### src/logic/rceq_pkg.sv
/*
 holds the shared constants and carriers of the remote command error queue block.
 assumes a single 10 MHz clock domain and a same-clock command parser as the source of reports.
*/
`default_nettype none
package rceq_pkg;
	// register byte addresses
	localparam logic [7:0] ADDR_CMD = 8'h00;
	localparam logic [7:0] ADDR_EXCL_EN = 8'h08;
	localparam logic [7:0] ADDR_ERR_POP = 8'h0C;
	localparam logic [7:0] ADDR_EXCL_BASE = 8'h10;
	localparam logic [7:0] ADDR_ERR_LAST = 8'h20;
	localparam logic [7:0] ADDR_VERSION = 8'h24;
	localparam logic [7:0] ADDR_PWRON = 8'h28;
	localparam logic [7:0] ADDR_NET_CFG = 8'h2C;
	localparam logic [7:0] ADDR_IP = 8'h30;
	localparam logic [7:0] ADDR_NET_ACT = 8'h34;
	localparam logic [7:0] ADDR_IP_ACT = 8'h38;
	// command register bits
	localparam int CMD_QCLR_BIT = 0;
	localparam int CMD_SYSCLR_BIT = 1;
	localparam int CMD_APPLY_BIT = 2;
	// net config bits
	localparam int NET_DHCP_BIT = 0;
	localparam int NET_MAN_BIT = 1;
	// status fields in the command register read
	localparam int STAT_EMPTY_BIT = 8;
	localparam int STAT_FULL_BIT = 9;
	// exclusion range word layout
	localparam int EXCL_LO_LSB = 0;
	localparam int EXCL_HI_LSB = 16;
	// longest accepted command
	localparam logic [7:0] CMD_MAX_LEN = 8'h0F;
	// ip first octet limits
	localparam logic [7:0] IP_OCT_MIN = 8'h01;
	localparam logic [7:0] IP_OCT_MAX = 8'hDF;
	localparam logic [7:0] IP_OCT_LOOP = 8'h7F;
	// error codes reported for the six classes
	localparam logic [15:0] ERR_CODE_A = 16'hFF90;
	localparam logic [15:0] ERR_CODE_B = 16'hFF9B;
	localparam logic [15:0] ERR_CODE_C = 16'hFF93;
	localparam logic [15:0] ERR_CODE_D = 16'hFF22;
	localparam logic [15:0] ERR_CODE_E = 16'hFF23;
	localparam logic [15:0] ERR_CODE_F = 16'hFF8F;
	localparam logic [15:0] ERR_NONE = 16'h0000;
	// reset values
	localparam logic [31:0] IP_RESET = 32'h00000000;
	localparam logic [31:0] WORD_ZERO = 32'h00000000;

	typedef struct packed {
		logic done;
		logic [7:0] len;
		logic bad_char;
		logic needs_param;
		logic has_param;
		logic out_of_range;
		logic prohibited;
		logic terminated;
		logic header_ok;
	} rceq_cmd_report_t;

	typedef struct packed {
		logic dhcp;
		logic manual;
		logic [31:0] ip;
	} rceq_net_t;
endpackage
`default_nettype wire

### src/logic/rceq_top.sv
/*
 remote command error queue and system settings block with a plain register port.
 assumes the command parser and the register master run on i_ref_clk.
*/
`timescale 1ns/1ps
`default_nettype none
module rceq_top
	import rceq_pkg::*;
#(
	parameter int DEPTH = 8,
	parameter int NRANGE = 4,
	parameter logic [31:0] VERSION_ID = 32'h00010000 // arbitrary value
) (
	input wire logic i_ref_clk,
	input wire logic i_rst_b,
	input wire logic [7:0] i_addr,
	input wire logic [31:0] i_wdata,
	input wire logic i_wr,
	input wire logic i_rd,
	output logic [31:0] o_rdata,
	input wire rceq_cmd_report_t i_report,
	output rceq_net_t o_net,
	output logic o_link_drop,
	output logic o_power_on_last
);
	localparam int PW = $clog2(DEPTH);
	localparam int CW = $clog2(DEPTH + 1);
	localparam logic [CW-1:0] DEPTH_C = CW'(DEPTH);
	localparam logic [CW-1:0] ONE_C = CW'(1);
	localparam logic [PW-1:0] PTR_ONE = PW'(1);

	////////////////////////////////////////////////////////////////////////////////
	// state
	logic [15:0] fifo_reg [DEPTH];
	logic [15:0] fifo_next [DEPTH];
	logic [PW-1:0] rptr_reg, rptr_next, wptr_reg, wptr_next;
	logic [CW-1:0] cnt_reg, cnt_next;
	logic [15:0] last_reg, last_next;
	logic [31:0] excl_reg [NRANGE];
	logic [31:0] excl_next [NRANGE];
	logic [NRANGE-1:0] excl_en_reg, excl_en_next;
	logic pwr_reg, pwr_next;
	rceq_net_t pend_reg, pend_next, act_reg, act_next;
	logic drop_reg, drop_next;
	logic [31:0] rdata_reg, rdata_next;

	logic err_valid;
	logic [15:0] err_code;
	logic excluded;
	logic push, pop, clr;
	logic ip_ok;

	////////////////////////////////////////////////////////////////////////////////
	// error classification and ip checks
	always_comb begin
		err_valid = 1'b0;
		err_code = ERR_NONE;
		ip_ok = (i_wdata[31:24] >= IP_OCT_MIN) && (i_wdata[31:24] <= IP_OCT_MAX)
			&& (i_wdata[31:24] != IP_OCT_LOOP);
		if (i_report.done) begin
			err_valid = 1'b1;
			if (i_report.len > CMD_MAX_LEN) begin
				err_code = ERR_CODE_A;
			end else if (i_report.bad_char) begin
				err_code = ERR_CODE_B;
			end else if (!i_report.terminated || !i_report.header_ok) begin
				err_code = ERR_CODE_F;
			end else if (i_report.needs_param && !i_report.has_param) begin
				err_code = ERR_CODE_C;
			end else if (i_report.out_of_range) begin
				err_code = ERR_CODE_D;
			end else if (i_report.prohibited) begin
				err_code = ERR_CODE_E;
			end else begin
				err_valid = 1'b0;
			end
		end else if (i_wr && i_addr == ADDR_IP) begin
			if (!act_reg.manual) begin
				err_valid = 1'b1;
				err_code = ERR_CODE_E;
			end else if (!ip_ok) begin
				err_valid = 1'b1;
				err_code = ERR_CODE_D;
			end
		end
	end

	always_comb begin
		excluded = 1'b0;
		for (int i = 0; i < NRANGE; i++) begin
			if (excl_en_reg[i]
				&& $signed(err_code) >= $signed(excl_reg[i][EXCL_LO_LSB +: 16])
				&& $signed(err_code) <= $signed(excl_reg[i][EXCL_HI_LSB +: 16])) begin
				excluded = 1'b1;
			end
		end
	end

	////////////////////////////////////////////////////////////////////////////////
	// error queue next state
	always_comb begin
		fifo_next = fifo_reg;
		rptr_next = rptr_reg;
		wptr_next = wptr_reg;
		cnt_next = cnt_reg;
		last_next = last_reg;
		clr = i_wr && i_addr == ADDR_CMD
			&& (i_wdata[CMD_QCLR_BIT] || i_wdata[CMD_SYSCLR_BIT]);
		// a clear in the same cycle wins over the pop
		// read pops head
		pop = i_rd && i_addr == ADDR_ERR_POP && cnt_reg != '0 && !clr;
		push = err_valid && !excluded && (clr || cnt_reg != DEPTH_C || pop);
		if (clr) begin
			rptr_next = '0;
			wptr_next = '0;
			cnt_next = '0;
		end
		if (pop) begin
			rptr_next = rptr_reg + PTR_ONE;
		end
		if (push) begin
			// a new error in the clearing cycle survives the clear
			fifo_next[clr ? '0 : wptr_reg] = err_code;
			wptr_next = clr ? PTR_ONE : wptr_reg + PTR_ONE;
			last_next = err_code;
		end
		if (!clr) begin
			cnt_next = cnt_reg + (push ? ONE_C : '0) - (pop ? ONE_C : '0);
		end else if (push) begin
			cnt_next = ONE_C;
		end
	end

	////////////////////////////////////////////////////////////////////////////////
	// exclusion next state
	always_comb begin
		excl_next = excl_reg;
		excl_en_next = excl_en_reg;
		if (i_wr) begin
			if (i_addr == ADDR_EXCL_EN) begin
				excl_en_next = i_wdata[NRANGE-1:0];
			end
			for (int i = 0; i < NRANGE; i++) begin
				if (i_addr == ADDR_EXCL_BASE + 8'(4 * i)) begin
					excl_next[i] = i_wdata;
				end
			end
		end
	end

	////////////////////////////////////////////////////////////////////////////////
	// settings next state
	always_comb begin
		pwr_next = pwr_reg;
		pend_next = pend_reg;
		act_next = act_reg;
		drop_next = 1'b0;
		if (i_wr) begin
			unique case (i_addr)
				ADDR_CMD: begin
					if (i_wdata[CMD_APPLY_BIT]) begin
						act_next = pend_reg;
						drop_next = 1'b1;
					end
				end
				ADDR_PWRON: pwr_next = i_wdata[0];
				ADDR_NET_CFG: begin
					pend_next.dhcp = i_wdata[NET_DHCP_BIT];
					pend_next.manual = i_wdata[NET_MAN_BIT];
				end
				ADDR_IP: begin
					if (act_reg.manual && ip_ok) begin
						pend_next.ip = i_wdata;
					end
				end
				default: drop_next = 1'b0;
			endcase
		end
	end

	////////////////////////////////////////////////////////////////////////////////
	// read data next state
	always_comb begin
		rdata_next = WORD_ZERO;
		if (i_rd) begin
			unique case (i_addr)
				ADDR_CMD: begin
					rdata_next[CW-1:0] = cnt_reg;
					rdata_next[STAT_EMPTY_BIT] = cnt_reg == '0;
					rdata_next[STAT_FULL_BIT] = cnt_reg == DEPTH_C;
				end
				ADDR_EXCL_EN: rdata_next[NRANGE-1:0] = excl_en_reg;
				ADDR_ERR_POP: begin
					if (cnt_reg != '0) begin
						rdata_next[15:0] = fifo_reg[rptr_reg];
					end
				end
				ADDR_ERR_LAST: rdata_next[15:0] = last_reg;
				ADDR_VERSION: rdata_next = VERSION_ID;
				ADDR_PWRON: rdata_next[0] = pwr_reg;
				ADDR_NET_CFG: begin
					rdata_next[NET_DHCP_BIT] = pend_reg.dhcp;
					rdata_next[NET_MAN_BIT] = pend_reg.manual;
				end
				ADDR_IP: rdata_next = pend_reg.ip;
				ADDR_NET_ACT: begin
					rdata_next[NET_DHCP_BIT] = act_reg.dhcp;
					rdata_next[NET_MAN_BIT] = act_reg.manual;
				end
				ADDR_IP_ACT: rdata_next = act_reg.ip;
				default: begin
					for (int i = 0; i < NRANGE; i++) begin
						if (i_addr == ADDR_EXCL_BASE + 8'(4 * i)) begin
							rdata_next = excl_reg[i];
						end
					end
				end
			endcase
		end
	end

	////////////////////////////////////////////////////////////////////////////////
	// error queue registers
	always_ff @(posedge i_ref_clk or negedge i_rst_b) begin
		if (!i_rst_b) begin
			for (int i = 0; i < DEPTH; i++) begin
				fifo_reg[i] <= ERR_NONE;
			end
			rptr_reg <= '0;
			wptr_reg <= '0;
			cnt_reg <= '0;
			last_reg <= ERR_NONE;
		end else begin
			fifo_reg <= fifo_next;
			rptr_reg <= rptr_next;
			wptr_reg <= wptr_next;
			cnt_reg <= cnt_next;
			last_reg <= last_next;
		end
	end

	////////////////////////////////////////////////////////////////////////////////
	// exclusion registers
	always_ff @(posedge i_ref_clk or negedge i_rst_b) begin
		if (!i_rst_b) begin
			for (int i = 0; i < NRANGE; i++) begin
				excl_reg[i] <= WORD_ZERO;
			end
			excl_en_reg <= '0;
		end else begin
			excl_reg <= excl_next;
			excl_en_reg <= excl_en_next;
		end
	end

	////////////////////////////////////////////////////////////////////////////////
	// settings registers
	always_ff @(posedge i_ref_clk or negedge i_rst_b) begin
		if (!i_rst_b) begin
			pwr_reg <= 1'b0;
			pend_reg <= '{dhcp: 1'b0, manual: 1'b0, ip: IP_RESET};
			act_reg <= '{dhcp: 1'b0, manual: 1'b0, ip: IP_RESET};
			drop_reg <= 1'b0;
		end else begin
			pwr_reg <= pwr_next;
			pend_reg <= pend_next;
			act_reg <= act_next;
			drop_reg <= drop_next;
		end
	end

	////////////////////////////////////////////////////////////////////////////////
	// read data register
	always_ff @(posedge i_ref_clk or negedge i_rst_b) begin
		if (!i_rst_b) begin
			rdata_reg <= WORD_ZERO;
		end else begin
			rdata_reg <= rdata_next;
		end
	end

	assign o_rdata = rdata_reg;
	assign o_net = act_reg;
	assign o_link_drop = drop_reg;
	assign o_power_on_last = pwr_reg;
endmodule
`default_nettype wire

### config.mk
export PLATFORM = sky130hd
export DESIGN_NAME = rceq_top
export DESIGN_NICKNAME = d
export VERILOG_FILES = /design/src/logic/rceq_pkg.sv /design/src/logic/rceq_top.sv
export SDC_FILE = /design/constraint.sdc
export NUM_CORES = 1
export LEC_CHECK = 0
export ABC_CLOCK_PERIOD_IN_PS = 6900
export BUFFER_PORTS_ARGS = -buffer_cell sky130_fd_sc_hd__buf_2
export CAP_MARGIN = 5
export CORE_ASPECT_RATIO = 0.75
export CORE_MARGIN = 2
export CORE_UTILIZATION = 55
export CTS_CLUSTER_SIZE = 8
export DETAILED_ROUTE_END_ITERATION = 16
export PLACE_DENSITY = 0.74
export SLEW_MARGIN = 10
export SYNTH_ARGS = -nofsm -noshare
export SYNTH_HDL_FRONTEND = slang
export SYNTH_SLANG_ARGS = --single-unit
### constraint.sdc
create_clock -name i_ref_clk -period 6.9 [get_ports i_ref_clk]
set_clock_uncertainty 0.2 [all_clocks]
set_input_delay 1.035 -clock i_ref_clk [delete_from_list [all_inputs] [get_ports i_ref_clk]]
set_output_delay 1.035 -clock i_ref_clk [all_outputs]
set_load 0.05 [all_outputs]
==> results_dict.tcl <==
set metrics [dict create \
    status "complete, no violations" \
    syn_inst 1442 \
    cts_buffers 45 \
    crit_top_cell "ha_1" \
    initial_utilization_pct 56.09 \
    fill_cells 2311 \
    cts_sinks 316 \
    synth_top_area_share_pct 46.56 \
    ys.warnings.count 0 \
    htreeDepth 2 \
    cts_tree "done" \
    vias 12593 \
    utilization_pct 64.15 \
    synth_edf_count 0 \
    holdBufCountCts 0 \
    die_h_um 156.2 \
    tightest_slew_ps 1164 \
    register_area_um2 7908 \
    rows 55 \
    multi_input_area_um2 8366 \
    endpoint_kind "flop" \
    grt_max_degree 128 \
    start_kind "input pin" \
    synth.largest_area_cell "dfrtp_1" \
    critical_path_arrival_ps 6440 \
    worst-path-buf-inv 5 \
    hold_depth 1 \
    finalMaxSlewViolations 0 \
    reg2reg_depth 19 \
    worstSetupPathType "input pin to flop" \
    fin_ws_ps 689.3 \
    synth-seq-area-share_pct 46.56 \
    hp-class "flop to flop" \
    hold_viol_final 0 \
    ctsLongestPathBuffers 3 \
    dpl.hpwl_um 32320 \
    setup_viol 0 \
    drtAntennaViolNets 0 \
    fp.dieArea_um2 32320 \
    finalCriticalPeriod_ps 6211 \
    power.leakage_uw 0.009165 \
    cts.reportedPaths.clkPinSlew_ps 50 \
    syn-num-nets 1629 \
    ys.flop_type "dfrtp_1" \
    drc 0 \
    nNetsFinal 1774 \
    viasPerCell 6.335 \
    grt_pass1_vias 12692 \
    finalWirelength_um 47860 \
    pin_count 128 \
    rsz0062_at_grt "false" \
    yosys_register_bits 316 \
    grt_pass1_wl_um 74260 \
    clkLatencyLatePin_ps 550 \
    cp_data_required_time_ps 7130 \
    synth_area_per_cell_um2 11.78 \
    gp_congestion 0.9510 \
    cts-root-buf "clkbuf_16" \
    vdd_drop_max_uv 194.3 \
    dp_slack_ps 255.9 \
    netlist_area_um2 16980 \
    core-area_um2 30280 \
    cpMaxStageDelayCell "or4_1" \
    antenna_found_initial 0 \
    p_per_area_nw_per_um2 257.6 \
    track_usage_pct 30.48 \
    postCtsSetupBuffers 0 \
    port_buffers 123 \
    largest_reg_flops 128 \
    max_stage_delay_ps 640 \
    overflow 0 \
    path_depth 22 \
    syn_to_final_growth_pct 14.37 \
    worstPathCellList "buf_2 > or4_1 > or3b_4 > a31o_1 > and3_1 > clkinvlp_4 > buf_4 > ha_1 > a21o_1 > a21o_1 > a221o_1 > a31oi_1 > o21ai_0 > a2111oi_1 > nand3_1 > buf_12 > ha_1 > inv_1 > ha_1 > fa_1 > xnor2_1 > nor2_1" \
    max_cap_violations 0 \
    wl_per_cell_um 24.08 \
    fmax_mhz 161.0 \
    max-slew-margin-rel_pct 22.38 \
    async_reset_ff_share_pct 100.0 \
    ys_top_cells_by_area "dfrtp_1 47%, mux2_2 16%, ha_1 9.3%" \
    dr.pass1.iters 5 \
    yosys.cell_types.count 71 \
    fp.dieW_um 206.9 \
    drive_gt1_share_pct 32.41 \
    crit_family "compound AO/OA/AOI/OAI gates" \
    cts_resized 0 \
    cp_max_fo 24 \
    period_share_pct 90.01 \
    num_antenna_cells 0 \
    drt_iter0_drc 1392 \
    fin_tns_setup_ps 0 \
]
==> path summary, 6_finish.rpt <==
kind | start | endpoint | slack [ps]
worst min-delay path | fifo_reg[30] | fifo_reg[30] | 260
worst min register to register | fifo_reg[30] | fifo_reg[30] | 260
min in group asynchronous | i_rst_b | o_link_drop | 350
worst max-delay path | i_addr[1] | cnt_reg[2] | 690
max in group asynchronous | i_rst_b | excl_reg[43] | 4600
worst max register to register | o_net[32] | cnt_reg[2] | 1240
==> worst reg2reg max path, stage by stage, from the launching register on <==
cell        delay, ps
dfrtp_1           470
a21boi_0          470
a31o_1            320
and3_1            300
clkinvlp_4        160
buf_12            190
ha_1              330
nand4_1           200
a2111oi_0         480
buf_4             190
o32ai_1           100
a2111oi_1         520
nand3_1           220
buf_12            220
ha_1              280
inv_1              40
ha_1              210
fa_1              390
xnor2_1           180
nor2_1             60
==> logic make-up after synthesis <==
| logic type | after synthesis | share of synthesized area [%] |
|---|---|---|
| compound gates | 261 | 10.66 |
| mux | 287 | 20.64 |
| fa+ha+maj | 127 | 9.400 |
| xor+xnor | 5 | 0.2579 |
| buf+inv | 193 | 4.376 |
| simple gates | 253 | 8.104 |
| flops | 316 | 46.56 |
==> where the power goes <==
part	leakage [µW]	switching [µW]	total, µW	internal [µW]
logic	0.00430	420	845	425
clock network	0.000598	762	1980	1220
registers	0.00427	134	2170	2040
total	0.00916	1320	5000	3690
==> metal layers <==
layer	track usage [%]	wire length, µm
met2	43.08	20140
met1	46.17	21820
met4	8.646	1138
met5	0	0
met3	7.769	4762
==> cell type report <==
class                      count  share of cell area, %
multi-input combinational    933                  43.07
sequential                   316                  40.71
clock buffer                  47                  6.055
timing repair buffer         160                  4.844
tap                          399                  2.570
inverter                     131                  2.551
clock inverter                 2                 0.1997
==> synthesized netlist by cell type, types with 28 or more instances <==
library cell	number
a22oi_1	83
clkbuf_1	35
inv_1	130
mux2_2	234
dfrtp_1	316
ha_1	126
nor2_1	65
o21ai_0	40
mux2_4	28
nand2_1	49
a21oi_1	32
a31oi_1	33
==> through the flow <==
stage                     hold WS [ps]  instance area [µm²]  power (µW)  std cells
after global placement           244.9                18210        2986       1939
after floorplan                  228.7                16990        2747       1442
after CTS                        262.0                19420        5029       1988
after detailed placement         248.3                18210        3025       1939
after global routing             284.7                19420        5225       1988
final                            259.1                19420        5003       1988
==> cell usage in the layout, fill, tap and decap left out, types with 8 or more instances in the layout <==
master and instances:
buf_2 122, a21oi_1 32, nand3_1 13, a22oi_1 83, mux2i_1 9, a21o_1 13, mux2_4 28, mux2_2 234
nor4_1 8, nand2_1 49, nor2_1 59, nand2b_1 17, inv_1 129, dfrtp_1 316, buf_4 34, a211oi_1 10
or2_2 10, nand4_1 22, ha_1 126, a31oi_1 33, mux4_2 16, nor2b_1 10, o21ai_0 40, clkbuf_16 47
No activity file was read; power rests on OpenSTA's default activity.
